### config.mk
export PLATFORM = sky130hd
export DESIGN_NAME = pmcg_top
export DESIGN_NICKNAME = d
export VERILOG_FILES = /design/src/common/pmcg_pkg.sv /design/src/hdl/pmcg_doze_div.sv /design/src/hdl/pmcg_top.sv
export SDC_FILE = /design/constraint.sdc
export NUM_CORES = 1
export LEC_CHECK = 0
export BUFFER_PORTS_ARGS = -buffer_cell sky130_fd_sc_hd__buf_2
export CAP_MARGIN = 10
export CORE_ASPECT_RATIO = 1.1
export CORE_MARGIN = 2
export CORE_UTILIZATION = 50
export DETAILED_ROUTE_END_ITERATION = 16
export PLACE_DENSITY = 0.88
export SYNTH_ARGS = -nofsm -noshare
export SYNTH_HDL_FRONTEND = slang
export SYNTH_SLANG_ARGS = --single-unit
export TNS_END_PERCENT = 100
### constraint.sdc
create_clock -name clock -period 6.39 [get_ports clock]
set_input_delay 0 -clock clock [delete_from_list [all_inputs] [get_ports clock]]
set_output_delay 0 -clock clock [all_outputs]
set_load 0.02 [all_outputs]
### src/common/pmcg_pkg.sv
// Package of constants for the power-mode and clock-gating controller
package pmcg_pkg;
    // Register byte addresses on the Avalon-MM slave
    localparam logic [3:0] ADDR_CLOCK_DIVISOR_REGISTER = 4'h0;
    localparam logic [3:0] ADDR_RESET_CONTROL_REGISTER = 4'h4;
    localparam logic [3:0] ADDR_PMD = 4'h8;
    localparam logic [3:0] ADDR_STATUS = 4'hc;
    // Clock divisor register fields
    localparam int ROI_BIT = 15;
    localparam int DOZE_LSB = 12;
    localparam int CPU_SLOWDOWN_ENABLE_BIT = 11;
    // Reset control register fields
    localparam int FLASH_REGULATOR_KEEP_ACTIVE_BIT = 11;
    localparam int CORE_REGULATOR_KEEP_ACTIVE_BIT = 8;
    // Reset values
    localparam logic [2:0] DOZE_RESET = 3'h0;
    localparam logic [31:0] UNMAPPED_READ = 32'h0000_0000;
    // Operand of the power-save instruction
    localparam logic OP_SLEEP = 1'b0;
    localparam logic OP_IDLE = 1'b1;
    // Wake restart delay, in clock cycles, within the two to four window
    localparam int WAKE_MIN_CYCLES = 2;
    localparam int WAKE_MAX_CYCLES = 4;
    localparam logic [2:0] WAKE_DELAY = 3'h3;
    // Module disable takes effect after one instruction cycle
    localparam int PMD_DELAY_CYCLES = 1;
    typedef enum logic [3:0] {
        PMCG_RUN = 4'b0001,
        PMCG_SLEEP = 4'b0010,
        PMCG_IDLE = 4'b0100,
        PMCG_WAKE = 4'b1000
    } pmcg_state_e;
endpackage : pmcg_pkg

### src/hdl/pmcg_doze_div.sv
// CPU slowdown clock-enable generator
`timescale 1ns/1ps
`default_nettype none
module pmcg_doze_div (
    // Clock and reset
    input wire logic clock,
    input wire logic rst_n,
    // Control
    input wire logic active,
    input wire logic [2:0] ratio,
    // Enable pulse
    output logic tick
);
    import pmcg_pkg::*;
    logic [6:0] count;
    logic [6:0] next_count;
    logic next_tick;

    function automatic logic [6:0] ratio_mask(input logic [2:0] r);
        ratio_mask = 7'((8'h01 << r) - 8'h01);
    endfunction : ratio_mask

    // Pulse once every 2**ratio cycles; every cycle when not slowed
    always_comb begin
        next_count = count + 7'h01; // RULE_26
        next_tick = 1'b0;
        if (!active || ratio == 3'h0) begin
            next_count = 7'h00;
            next_tick = 1'b1;
        end else if ((count & ratio_mask(ratio)) == ratio_mask(ratio)) begin
            next_count = 7'h00;
            next_tick = 1'b1; // RULE_26
        end
    end

    always_ff @(posedge clock or negedge rst_n) begin
        if (!rst_n) begin
            count <= 7'h00;
            tick <= 1'b1;
        end else begin
            count <= next_count;
            tick <= next_tick;
        end
    end
endmodule : pmcg_doze_div
`default_nettype wire

### src/hdl/pmcg_top.sv
// Power-mode controller with Sleep, Idle, Doze and module clock gating
// What this block does
// (RULE_01) The power-save instruction enters Sleep or Idle by its operand.
// (RULE_02) Sleep stops the system clock source and oscillator and halts execution.
// (RULE_03) Idle stops CPU clock only; system clock and peripherals without stop-in-idle keep running.
// (RULE_04) Enabled interrupt, watchdog time-out or any reset wakes the device.
// (RULE_05) The clock-fail monitor is off throughout Sleep.
// (RULE_06) Low-power RC clock runs in Sleep if the watchdog is enabled.
// (RULE_07) Enabled watchdog count is cleared just before Sleep entry.
// (RULE_08) Sleep disables every peripheral clocked from the system clock.
// (RULE_09) Wake from Sleep restarts on the clock source selected at entry.
// (RULE_10) Two bits keep core and flash regulators active in Sleep; default standby.
// (RULE_11) Idle entry clears the watchdog count.
// (RULE_12) In Idle the RC clock runs if watchdog or clock-fail monitor enabled.
// (RULE_13) Wake from Idle resumes the CPU two to four cycles later.
// (RULE_14) A peripheral's stop-in-idle bit stops it during Idle.
// (RULE_15) An interrupt during the instruction is held, then wakes at once.
// (RULE_16) Doze slows only the CPU; system and peripheral clocks are unchanged.
// (RULE_17) Setting the slowdown enable bit activates Doze.
// (RULE_18) Three-bit ratio selects 1:1 to 1:128; reset default 1:1.
// (RULE_19) Restore-on-interrupt makes interrupts return the CPU to full speed.
// (RULE_20) A set module disable bit stops all of that module's clocks.
// (RULE_21) A module runs only if present and not disabled; resets enabled.
// (RULE_22) Disable bit changes take effect after exactly one instruction cycle.
// (RULE_23) Ratio writes are ignored while slowdown enable is set.
// (RULE_24) Setting slowdown enable is ignored while the ratio is zero.
// (RULE_25) Restore-on-interrupt with an interrupt clears slowdown enable in hardware.
// (RULE_26) Slowed CPU clock is an enable once every 2**ratio cycles.
//
// The register addresses and the Avalon-MM slave port are this design's own decisions.
`timescale 1ns/1ps
`default_nettype none
module pmcg_top #(
    parameter int NUM_MODULES = 16,
    parameter logic [NUM_MODULES-1:0] MODULE_PRESENT = '1
) (
    // Clock and reset
    input wire logic clock,
    input wire logic arst_n,
    // Avalon-MM slave
    input wire logic [3:0] avs_address,
    input wire logic avs_read,
    input wire logic avs_write,
    input wire logic [31:0] avs_writedata,
    output logic [31:0] avs_readdata,
    output logic avs_waitrequest,
    // CPU core
    input wire logic power_save_instruction,
    input wire logic power_save_operand,
    input wire logic irq_pending,
    output logic cpu_clock_enable,
    output logic cpu_run,
    // Watchdog and clock monitor
    input wire logic watchdog_enabled,
    input wire logic clock_fail_monitor_enabled,
    input wire logic watchdog_timeout,
    output logic watchdog_clear,
    output logic low_power_rc_clock_enable,
    output logic clock_fail_monitor_active,
    // Oscillator
    input wire logic [2:0] clock_source_select,
    output logic system_clock_source_on,
    output logic [2:0] restart_clock_source,
    // Regulators
    output logic core_regulator_standby,
    output logic flash_regulator_standby,
    // Peripherals
    input wire logic [NUM_MODULES-1:0] stop_in_idle,
    input wire logic [NUM_MODULES-1:0] external_clocked,
    output logic [NUM_MODULES-1:0] module_clock_enable,
    output logic [NUM_MODULES-1:0] module_regs_enable
);
    import pmcg_pkg::*;

    initial begin
        if (NUM_MODULES < 1 || NUM_MODULES > 32) begin
            $error("NUM_MODULES must be 1 to 32");
        end
    end

    // Reset release synchroniser
    logic rst_meta;
    logic rst_n;
    always_ff @(posedge clock or negedge arst_n) begin
        if (!arst_n) begin
            rst_meta <= 1'b0;
            rst_n <= 1'b0;
        end else begin
            rst_meta <= 1'b1;
            rst_n <= rst_meta;
        end
    end

    // Asynchronous pins
    logic wdt_to_meta;
    logic wdt_to;
    always_ff @(posedge clock or negedge rst_n) begin
        if (!rst_n) begin
            wdt_to_meta <= 1'b0;
            wdt_to <= 1'b0;
        end else begin
            wdt_to_meta <= watchdog_timeout;
            wdt_to <= wdt_to_meta;
        end
    end

    // Register state
    logic restore_on_interrupt;
    logic cpu_slowdown_enable;
    logic [2:0] doze_ratio;
    logic core_regulator_keep_active;
    logic flash_regulator_keep_active;
    logic [NUM_MODULES-1:0] module_clock_disable_bit;
    logic [NUM_MODULES-1:0] pmd_eff;
    logic next_roi;
    logic next_cpu_slowdown_enable;
    logic [2:0] next_doze_ratio;
    logic next_core_regulator_keep_active;
    logic next_flash_regulator_keep_active;
    logic [NUM_MODULES-1:0] next_pmd;
    logic [31:0] next_readdata;
    logic next_waitrequest;

    // Power state
    pmcg_state_e state;
    pmcg_state_e next_state;
    logic [2:0] wake_cnt;
    logic [2:0] next_wake_cnt;
    logic [2:0] entry_src;
    logic [2:0] next_entry_src;
    logic next_wdt_clear;

    logic access;
    logic doze_tick;
    assign access = (avs_read || avs_write) && avs_waitrequest;

    // Registers: one wait state, then answer
    always_comb begin
        next_roi = restore_on_interrupt;
        next_cpu_slowdown_enable = cpu_slowdown_enable;
        next_doze_ratio = doze_ratio;
        next_core_regulator_keep_active = core_regulator_keep_active;
        next_flash_regulator_keep_active = flash_regulator_keep_active;
        next_pmd = module_clock_disable_bit;
        next_readdata = avs_readdata;
        next_waitrequest = 1'b1;
        if (access && avs_write) begin
            next_waitrequest = 1'b0;
            if (avs_address == ADDR_CLOCK_DIVISOR_REGISTER) begin
                next_roi = avs_writedata[ROI_BIT];
                if (!cpu_slowdown_enable) begin
                    next_doze_ratio = avs_writedata[DOZE_LSB +: 3]; // RULE_23
                end
                if (avs_writedata[CPU_SLOWDOWN_ENABLE_BIT] && next_doze_ratio == 3'h0) begin
                    next_cpu_slowdown_enable = 1'b0; // RULE_24
                end else begin
                    next_cpu_slowdown_enable = avs_writedata[CPU_SLOWDOWN_ENABLE_BIT]; // RULE_17
                end
            end else if (avs_address == ADDR_RESET_CONTROL_REGISTER) begin
                next_core_regulator_keep_active = avs_writedata[CORE_REGULATOR_KEEP_ACTIVE_BIT]; // RULE_10
                next_flash_regulator_keep_active = avs_writedata[FLASH_REGULATOR_KEEP_ACTIVE_BIT];
            end else if (avs_address == ADDR_PMD) begin
                next_pmd = avs_writedata[NUM_MODULES-1:0] & MODULE_PRESENT;
            end
        end else if (access && avs_read) begin
            next_waitrequest = 1'b0;
            next_readdata = UNMAPPED_READ;
            if (avs_address == ADDR_CLOCK_DIVISOR_REGISTER) begin
                next_readdata[ROI_BIT] = restore_on_interrupt;
                next_readdata[DOZE_LSB +: 3] = doze_ratio;
                next_readdata[CPU_SLOWDOWN_ENABLE_BIT] = cpu_slowdown_enable;
            end else if (avs_address == ADDR_RESET_CONTROL_REGISTER) begin
                next_readdata[CORE_REGULATOR_KEEP_ACTIVE_BIT] = core_regulator_keep_active;
                next_readdata[FLASH_REGULATOR_KEEP_ACTIVE_BIT] = flash_regulator_keep_active;
            end else if (avs_address == ADDR_PMD) begin
                next_readdata[NUM_MODULES-1:0] = module_clock_disable_bit;
            end else if (avs_address == ADDR_STATUS) begin
                next_readdata[3:0] = state;
                next_readdata[4] = doze_tick;
            end
        end
        // Hardware clear wins over a software set in the same cycle
        if (restore_on_interrupt && irq_pending) begin
            next_cpu_slowdown_enable = 1'b0; // RULE_25 RULE_19
        end
    end

    always_ff @(posedge clock or negedge rst_n) begin
        if (!rst_n) begin
            restore_on_interrupt <= 1'b0;
            cpu_slowdown_enable <= 1'b0;
            doze_ratio <= DOZE_RESET; // RULE_18
            core_regulator_keep_active <= 1'b0;
            flash_regulator_keep_active <= 1'b0;
            module_clock_disable_bit <= '0; // RULE_21
            pmd_eff <= '0;
            avs_readdata <= UNMAPPED_READ;
            avs_waitrequest <= 1'b1;
        end else begin
            restore_on_interrupt <= next_roi;
            cpu_slowdown_enable <= next_cpu_slowdown_enable;
            doze_ratio <= next_doze_ratio;
            core_regulator_keep_active <= next_core_regulator_keep_active;
            flash_regulator_keep_active <= next_flash_regulator_keep_active;
            module_clock_disable_bit <= next_pmd;
            pmd_eff <= module_clock_disable_bit; // RULE_22
            avs_readdata <= next_readdata;
            avs_waitrequest <= next_waitrequest;
        end
    end

    pmcg_doze_div u_doze (
        .clock(clock),
        .rst_n(rst_n),
        .active(cpu_slowdown_enable), // RULE_16
        .ratio(doze_ratio),
        .tick(doze_tick)
    );

    // Power state machine
    logic wake_event;
    assign wake_event = irq_pending || wdt_to; // RULE_04 RULE_15

    always_comb begin
        next_state = state;
        next_wake_cnt = wake_cnt;
        next_entry_src = entry_src;
        next_wdt_clear = 1'b0;
        case (state)
            PMCG_RUN: begin
                next_entry_src = clock_source_select;
                if (power_save_instruction) begin
                    next_wdt_clear = watchdog_enabled; // RULE_07 RULE_11
                    next_state = (power_save_operand == OP_SLEEP) ? PMCG_SLEEP : PMCG_IDLE; // RULE_01
                end
            end
            PMCG_SLEEP, PMCG_IDLE: begin
                if (wake_event) begin
                    next_state = PMCG_WAKE;
                    next_wake_cnt = WAKE_DELAY - 3'h1;
                end
            end
            PMCG_WAKE: begin
                next_wake_cnt = wake_cnt - 3'h1;
                if (wake_cnt == 3'h0) begin
                    next_state = PMCG_RUN; // RULE_13
                end
            end
            default: begin
                next_state = PMCG_RUN;
            end
        endcase
    end

    // Output decode from next state, so every output is a flip-flop
    logic in_sleep;
    logic in_idle;
    assign in_sleep = next_state == PMCG_SLEEP;
    assign in_idle = next_state == PMCG_IDLE;

    always_ff @(posedge clock or negedge rst_n) begin
        if (!rst_n) begin
            state <= PMCG_RUN;
            wake_cnt <= 3'h0;
            entry_src <= 3'h0;
            watchdog_clear <= 1'b0;
            cpu_run <= 1'b1;
            cpu_clock_enable <= 1'b1;
            system_clock_source_on <= 1'b1;
            clock_fail_monitor_active <= 1'b0;
            low_power_rc_clock_enable <= 1'b0;
            restart_clock_source <= 3'h0;
            core_regulator_standby <= 1'b0;
            flash_regulator_standby <= 1'b0;
            module_clock_enable <= '0;
            module_regs_enable <= '0;
        end else begin
            state <= next_state;
            wake_cnt <= next_wake_cnt;
            entry_src <= next_entry_src;
            watchdog_clear <= next_wdt_clear;
            cpu_run <= next_state == PMCG_RUN; // RULE_03
            cpu_clock_enable <= (next_state == PMCG_RUN) && doze_tick;
            system_clock_source_on <= !in_sleep; // RULE_02
            clock_fail_monitor_active <= clock_fail_monitor_enabled && !in_sleep; // RULE_05
            low_power_rc_clock_enable <= in_sleep ? watchdog_enabled // RULE_06
                : (watchdog_enabled || clock_fail_monitor_enabled); // RULE_12
            restart_clock_source <= next_entry_src; // RULE_09
            core_regulator_standby <= in_sleep && !core_regulator_keep_active; // RULE_10
            flash_regulator_standby <= in_sleep && !flash_regulator_keep_active;
            module_clock_enable <= MODULE_PRESENT & ~pmd_eff // RULE_20 RULE_21
                & ~({NUM_MODULES{in_idle}} & stop_in_idle) // RULE_14
                & ({NUM_MODULES{!in_sleep}} | external_clocked); // RULE_08
            module_regs_enable <= MODULE_PRESENT & ~pmd_eff; // RULE_20
        end
    end

    // Checks
    AST_SLEEP_ENTRY: assert property (@(posedge clock) disable iff (!rst_n) // RULE_01
        state == PMCG_RUN && power_save_instruction && power_save_operand == OP_SLEEP |=> state == PMCG_SLEEP)
        else $error("sleep not entered");
    AST_IDLE_ENTRY: assert property (@(posedge clock) disable iff (!rst_n) // RULE_01
        state == PMCG_RUN && power_save_instruction && power_save_operand == OP_IDLE |=> state == PMCG_IDLE)
        else $error("idle not entered");
    AST_SLEEP_CLOCK_OFF: assert property (@(posedge clock) disable iff (!rst_n) // RULE_02
        state == PMCG_SLEEP |-> !system_clock_source_on && !cpu_run)
        else $error("clock source on in sleep");
    AST_IDLE_CLOCK_ON: assert property (@(posedge clock) disable iff (!rst_n) // RULE_03
        state == PMCG_IDLE |-> system_clock_source_on && !cpu_clock_enable)
        else $error("idle clocks wrong");
    AST_WAKE: assert property (@(posedge clock) disable iff (!rst_n) // RULE_04
        (state == PMCG_SLEEP || state == PMCG_IDLE) && wake_event |=> state == PMCG_WAKE ##[2:4] cpu_run)
        else $error("wake not within bound");
    AST_CLOCK_FAIL_MONITOR_OFF: assert property (@(posedge clock) disable iff (!rst_n) // RULE_05
        state == PMCG_SLEEP |-> !clock_fail_monitor_active)
        else $error("monitor active in sleep");
    AST_WDT_CLEAR: assert property (@(posedge clock) disable iff (!rst_n) // RULE_07
        state == PMCG_RUN && power_save_instruction && watchdog_enabled |=> watchdog_clear)
        else $error("watchdog not cleared");
    AST_RATIO_LOCK: assert property (@(posedge clock) disable iff (!rst_n) // RULE_23
        cpu_slowdown_enable |=> $stable(doze_ratio))
        else $error("ratio changed while dozing");
    AST_CPU_SLOWDOWN_ENABLE_ZERO: assert property (@(posedge clock) disable iff (!rst_n) // RULE_24
        doze_ratio == 3'h0 && !cpu_slowdown_enable |=> !cpu_slowdown_enable || doze_ratio != 3'h0)
        else $error("doze set with zero ratio");
    AST_ROI_CLEAR: assert property (@(posedge clock) disable iff (!rst_n) // RULE_25
        restore_on_interrupt && irq_pending |=> !cpu_slowdown_enable)
        else $error("doze not cleared by interrupt");
    AST_PMD_DELAY: assert property (@(posedge clock) disable iff (!rst_n) // RULE_22
        $changed(module_clock_disable_bit) |=> pmd_eff == $past(module_clock_disable_bit) ##1 module_regs_enable == (MODULE_PRESENT & ~$past(module_clock_disable_bit, 2)))
        else $error("module disable delay wrong");
endmodule : pmcg_top
`default_nettype wire
==> impl_results.md <==
* Initial antenna violation count at 0
* Switching pwr at 0.757 mW
* TritonCTS buffer count at 17
* First-pass GRT wire length at 19700 um
* Drt drc at 0
* Outcome: finished, final reports clean
* Max IR drop VDD at 0.178 mV
* Clk sink count at 118
* Distinct cell type count of the synthesized netlist at 57
* CP Class: flip-flop to flip-flop
* # H-tree levels at 4
* Tot Pwr at 2.61 mW
* Final Hold Viols at 0
* Seq pwr share at 39.6%
* Maximum clock rate at 385 MHz
* Setup violations, final at 0
* Power Density at 393 mW/mm^2
* Root buffer cell: clkbuf_8
* Max Slew Vio Count at 0
* R2r worst-path depth at 3
* Vias/cell at 5.19
* Worst slew pin tran at 1.10 ns
* EDFF count, synth at 0
* Setup Skew at 0.00819 ns
* Total GRT Usage at 24.8%
* YS warnings at 0
* Post-DP HPWL at 6900 um
* Share of layout cells above drive strength 1 at 33.4%
* Rows at 37
* Vias at 3619
* Max clock buf depth at 2
* Antenna viol nets, final at 0
* Final cycle utilization of the critical path at 40.6%
* Yosys reg bits at 118
* GP Congestion at 0.777
* Clock Pin Slew Worst Setup and Hold Paths at 0.05 ns
* Hold Path Class: primary input to flip-flop
* Largest net degree at the start of global routing at 79
* Clock latency on the worst-skew pair at 0.52 ns
* Sum Neg Setup Slack at 0 ns
* Iteration-0 DRC Markers at 290
* Postcts setup bufs at 0
* MaxCap Viol Count at 0
* Chip height at 106 um
* Drt pass-1 iters at 4
* Initial Util at 51.0%
* WL per Instance at 17.6 um
* Sequential element share of the synthesized area at 62.4%
* Ys async rst share at 100%
* Worst Path Arrival at 3.00 ns
* Crit. End Element: flip-flop
* Post-route cell area at 0.00664 mm^2
* Nets at 653
* Pleak at 3.16 nW
* Final core utilization at 71.4%
* Netlist Area Pre-Place at 0.00474 mm^2
* Crit path time final at 2.59 ns
* Worst Path Required at 6.80 ns
* CTS tree: done
* RSZ-0062 raised after global routing: false
* Gate power share at 22.5%
* Sw frac at 29.0%
* Io pins at 157
* Clk pwr share at 37.9%
* Post-synth top flop: dfrtp_1
* Synth Instances at 373
* Routed WL at 12300 um
* CP max FO at 27
* CP Launch Type: flip-flop
* Vias in the first global route at 3832
* Syn_area_per_cell at 12.7 um^2
* GRT Residual Overflow at 0
* Die ar. at 0.0103 mm^2
* Core Box Area at 0.00931 mm^2
* Hold Path Depth at 4
* PortBufs at 124
* P_int at 1.85 mW
* Width of the die at 96.9 um
* Slew headroom at 26.6%
* Synth-to-layout area growth at 40.1%
* Area post-placement at 0.00535 mm^2
* Number of antenna diodes at 0
per-stage QoR:
| stage | std cells | setup slack (ns) | hold slack [ns] |
|---|---|---|---|
| finish | 697 | 3.80 | 0.0962 |
| global route | 697 | 3.62 | 0.113 |
| CTS | 697 | 3.83 | 0.0659 |
| detailed placement | 599 | 3.89 | -0.210 |
| global placement | 599 | 4.07 | -0.215 |
| floorplan | 388 | 2.87 | -0.296 |
final cells by class:
cell class,instances,area (um^2)
Timing Repair Buffer,192,1300
Clock inverter,9,148
Sequential cell,118,2960
Fill cell,573,2660
Tap cell,117,146
Inverter,38,143
Multi-Input combinational cell,201,1470
Clock buffer,22,473
state kept, by name, summed over array words and instances (netlist names), 3 cells and up:
name / flops
doze_ratio: 3
state: 4
pmd_eff: 16
module_clock_enable: 16
wake_cnt: 3
entry_src: 3
u_doze.count: 7
module_regs_enable: 16
avs_readdata: 16
module_clock_disable_bit: 16
synth_stat cells (5+ instances only):
cell | count | area [um^2]
mux2_2 | 15 | 169
dfrtp_1 | 112 | 2800
a221oi_1 | 16 | 140
o21ai_0 | 19 | 95.1
inv_1 | 37 | 139
mux2i_1 | 7 | 70.1
nor2_1 | 10 | 37.5
nand2b_1 | 5 | 31.3
buf_2 | 7 | 35.0
dfstp_2 | 6 | 158
xnor2_1 | 5 | 43.8
nand2_1 | 28 | 105
a21oi_1 | 8 | 40.0
mux2_4 | 10 | 150
buf_4 | 18 | 135
cell usage in the layout, fill, tap and decap left out, types with 6 or more instances in the layout:
cell / Yosys / layout
nor2_1: 10 / 10
buf_2: 7 / 124
conb_1: 2 / 17
a21oi_1: 8 / 8
mux2_4: 10 / 10
nand2_1: 28 / 28
dfrtp_1: 112 / 111
dfstp_2: 6 / 6
inv_1: 37 / 37
dlygate4sd3_1: 0 / 67
clkbuf_16: 0 / 16
mux2i_1: 7 / 7
o21ai_0: 19 / 19
a221oi_1: 16 / 16
mux2_2: 15 / 15
metal layers:
| metal | track usage [%] | wire length [um] | up-vias |
|---|---|---|---|
| met5 | 0 | 0 | - |
| met4 | 9.56 | 265 | 0 |
| met3 | 7.89 | 698 | 25 |
| met2 | 44.7 | 6790 | 141 |
| met1 | 27.4 | 4550 | 1821 |
| li1 | - | - | 1632 |
critical path, stage by stage, from the launching register on:
cell and delay, ns:
dfstp_2 0.54, nand3b_1 0.74, or4b_1 0.89, o21ai_0 0.30
worst paths after layout:
path,startpoint,end,slack (ns)
max reg2reg,avs_waitrequest,avs_readdata[0],3.80
max in group asynchronous,rst_n,doze_ratio[2],4.75
max,avs_waitrequest,avs_readdata[0],3.80
min,avs_write,restore_on_interrupt,0.1
min in group asynchronous,rst_n,wdt_to,0.30
min reg2reg,rst_n,wdt_to,0.30
repair_timing:
action | in CTS | in global routing
hold endpoints to repair | 61 | 0
hold buffers | 67 | 0
resized for setup | 0 | 0
power groups by stage:
stage | sequential, mW | clock (mW) | combinational, mW
6_report | 1.03 | 0.989 | 0.587
5_1_grt | 1.05 | 1.03 | 0.631
4_1_cts | 1.03 | 0.995 | 0.576
3_5_place_dp | 1.04 | 0 | 0.500
3_3_place_gp | 1.03 | 0 | 0.478
2_1_floorplan | 1.11 | 0 | 0.267
cell families after synthesis:
group / count (synthesis) / synth area share, %
flops: 118 / 62.4
xor+xnor: 8 / 1.48
buf+inv: 69 / 7.73
compound gates: 63 / 9.55
other cells: 2 / 0.158
mux: 32 / 8.21
simple gates: 77 / 9.39
fa+ha+maj: 4 / 1.06
Note: power is estimated with default switching activity, not from simulation.
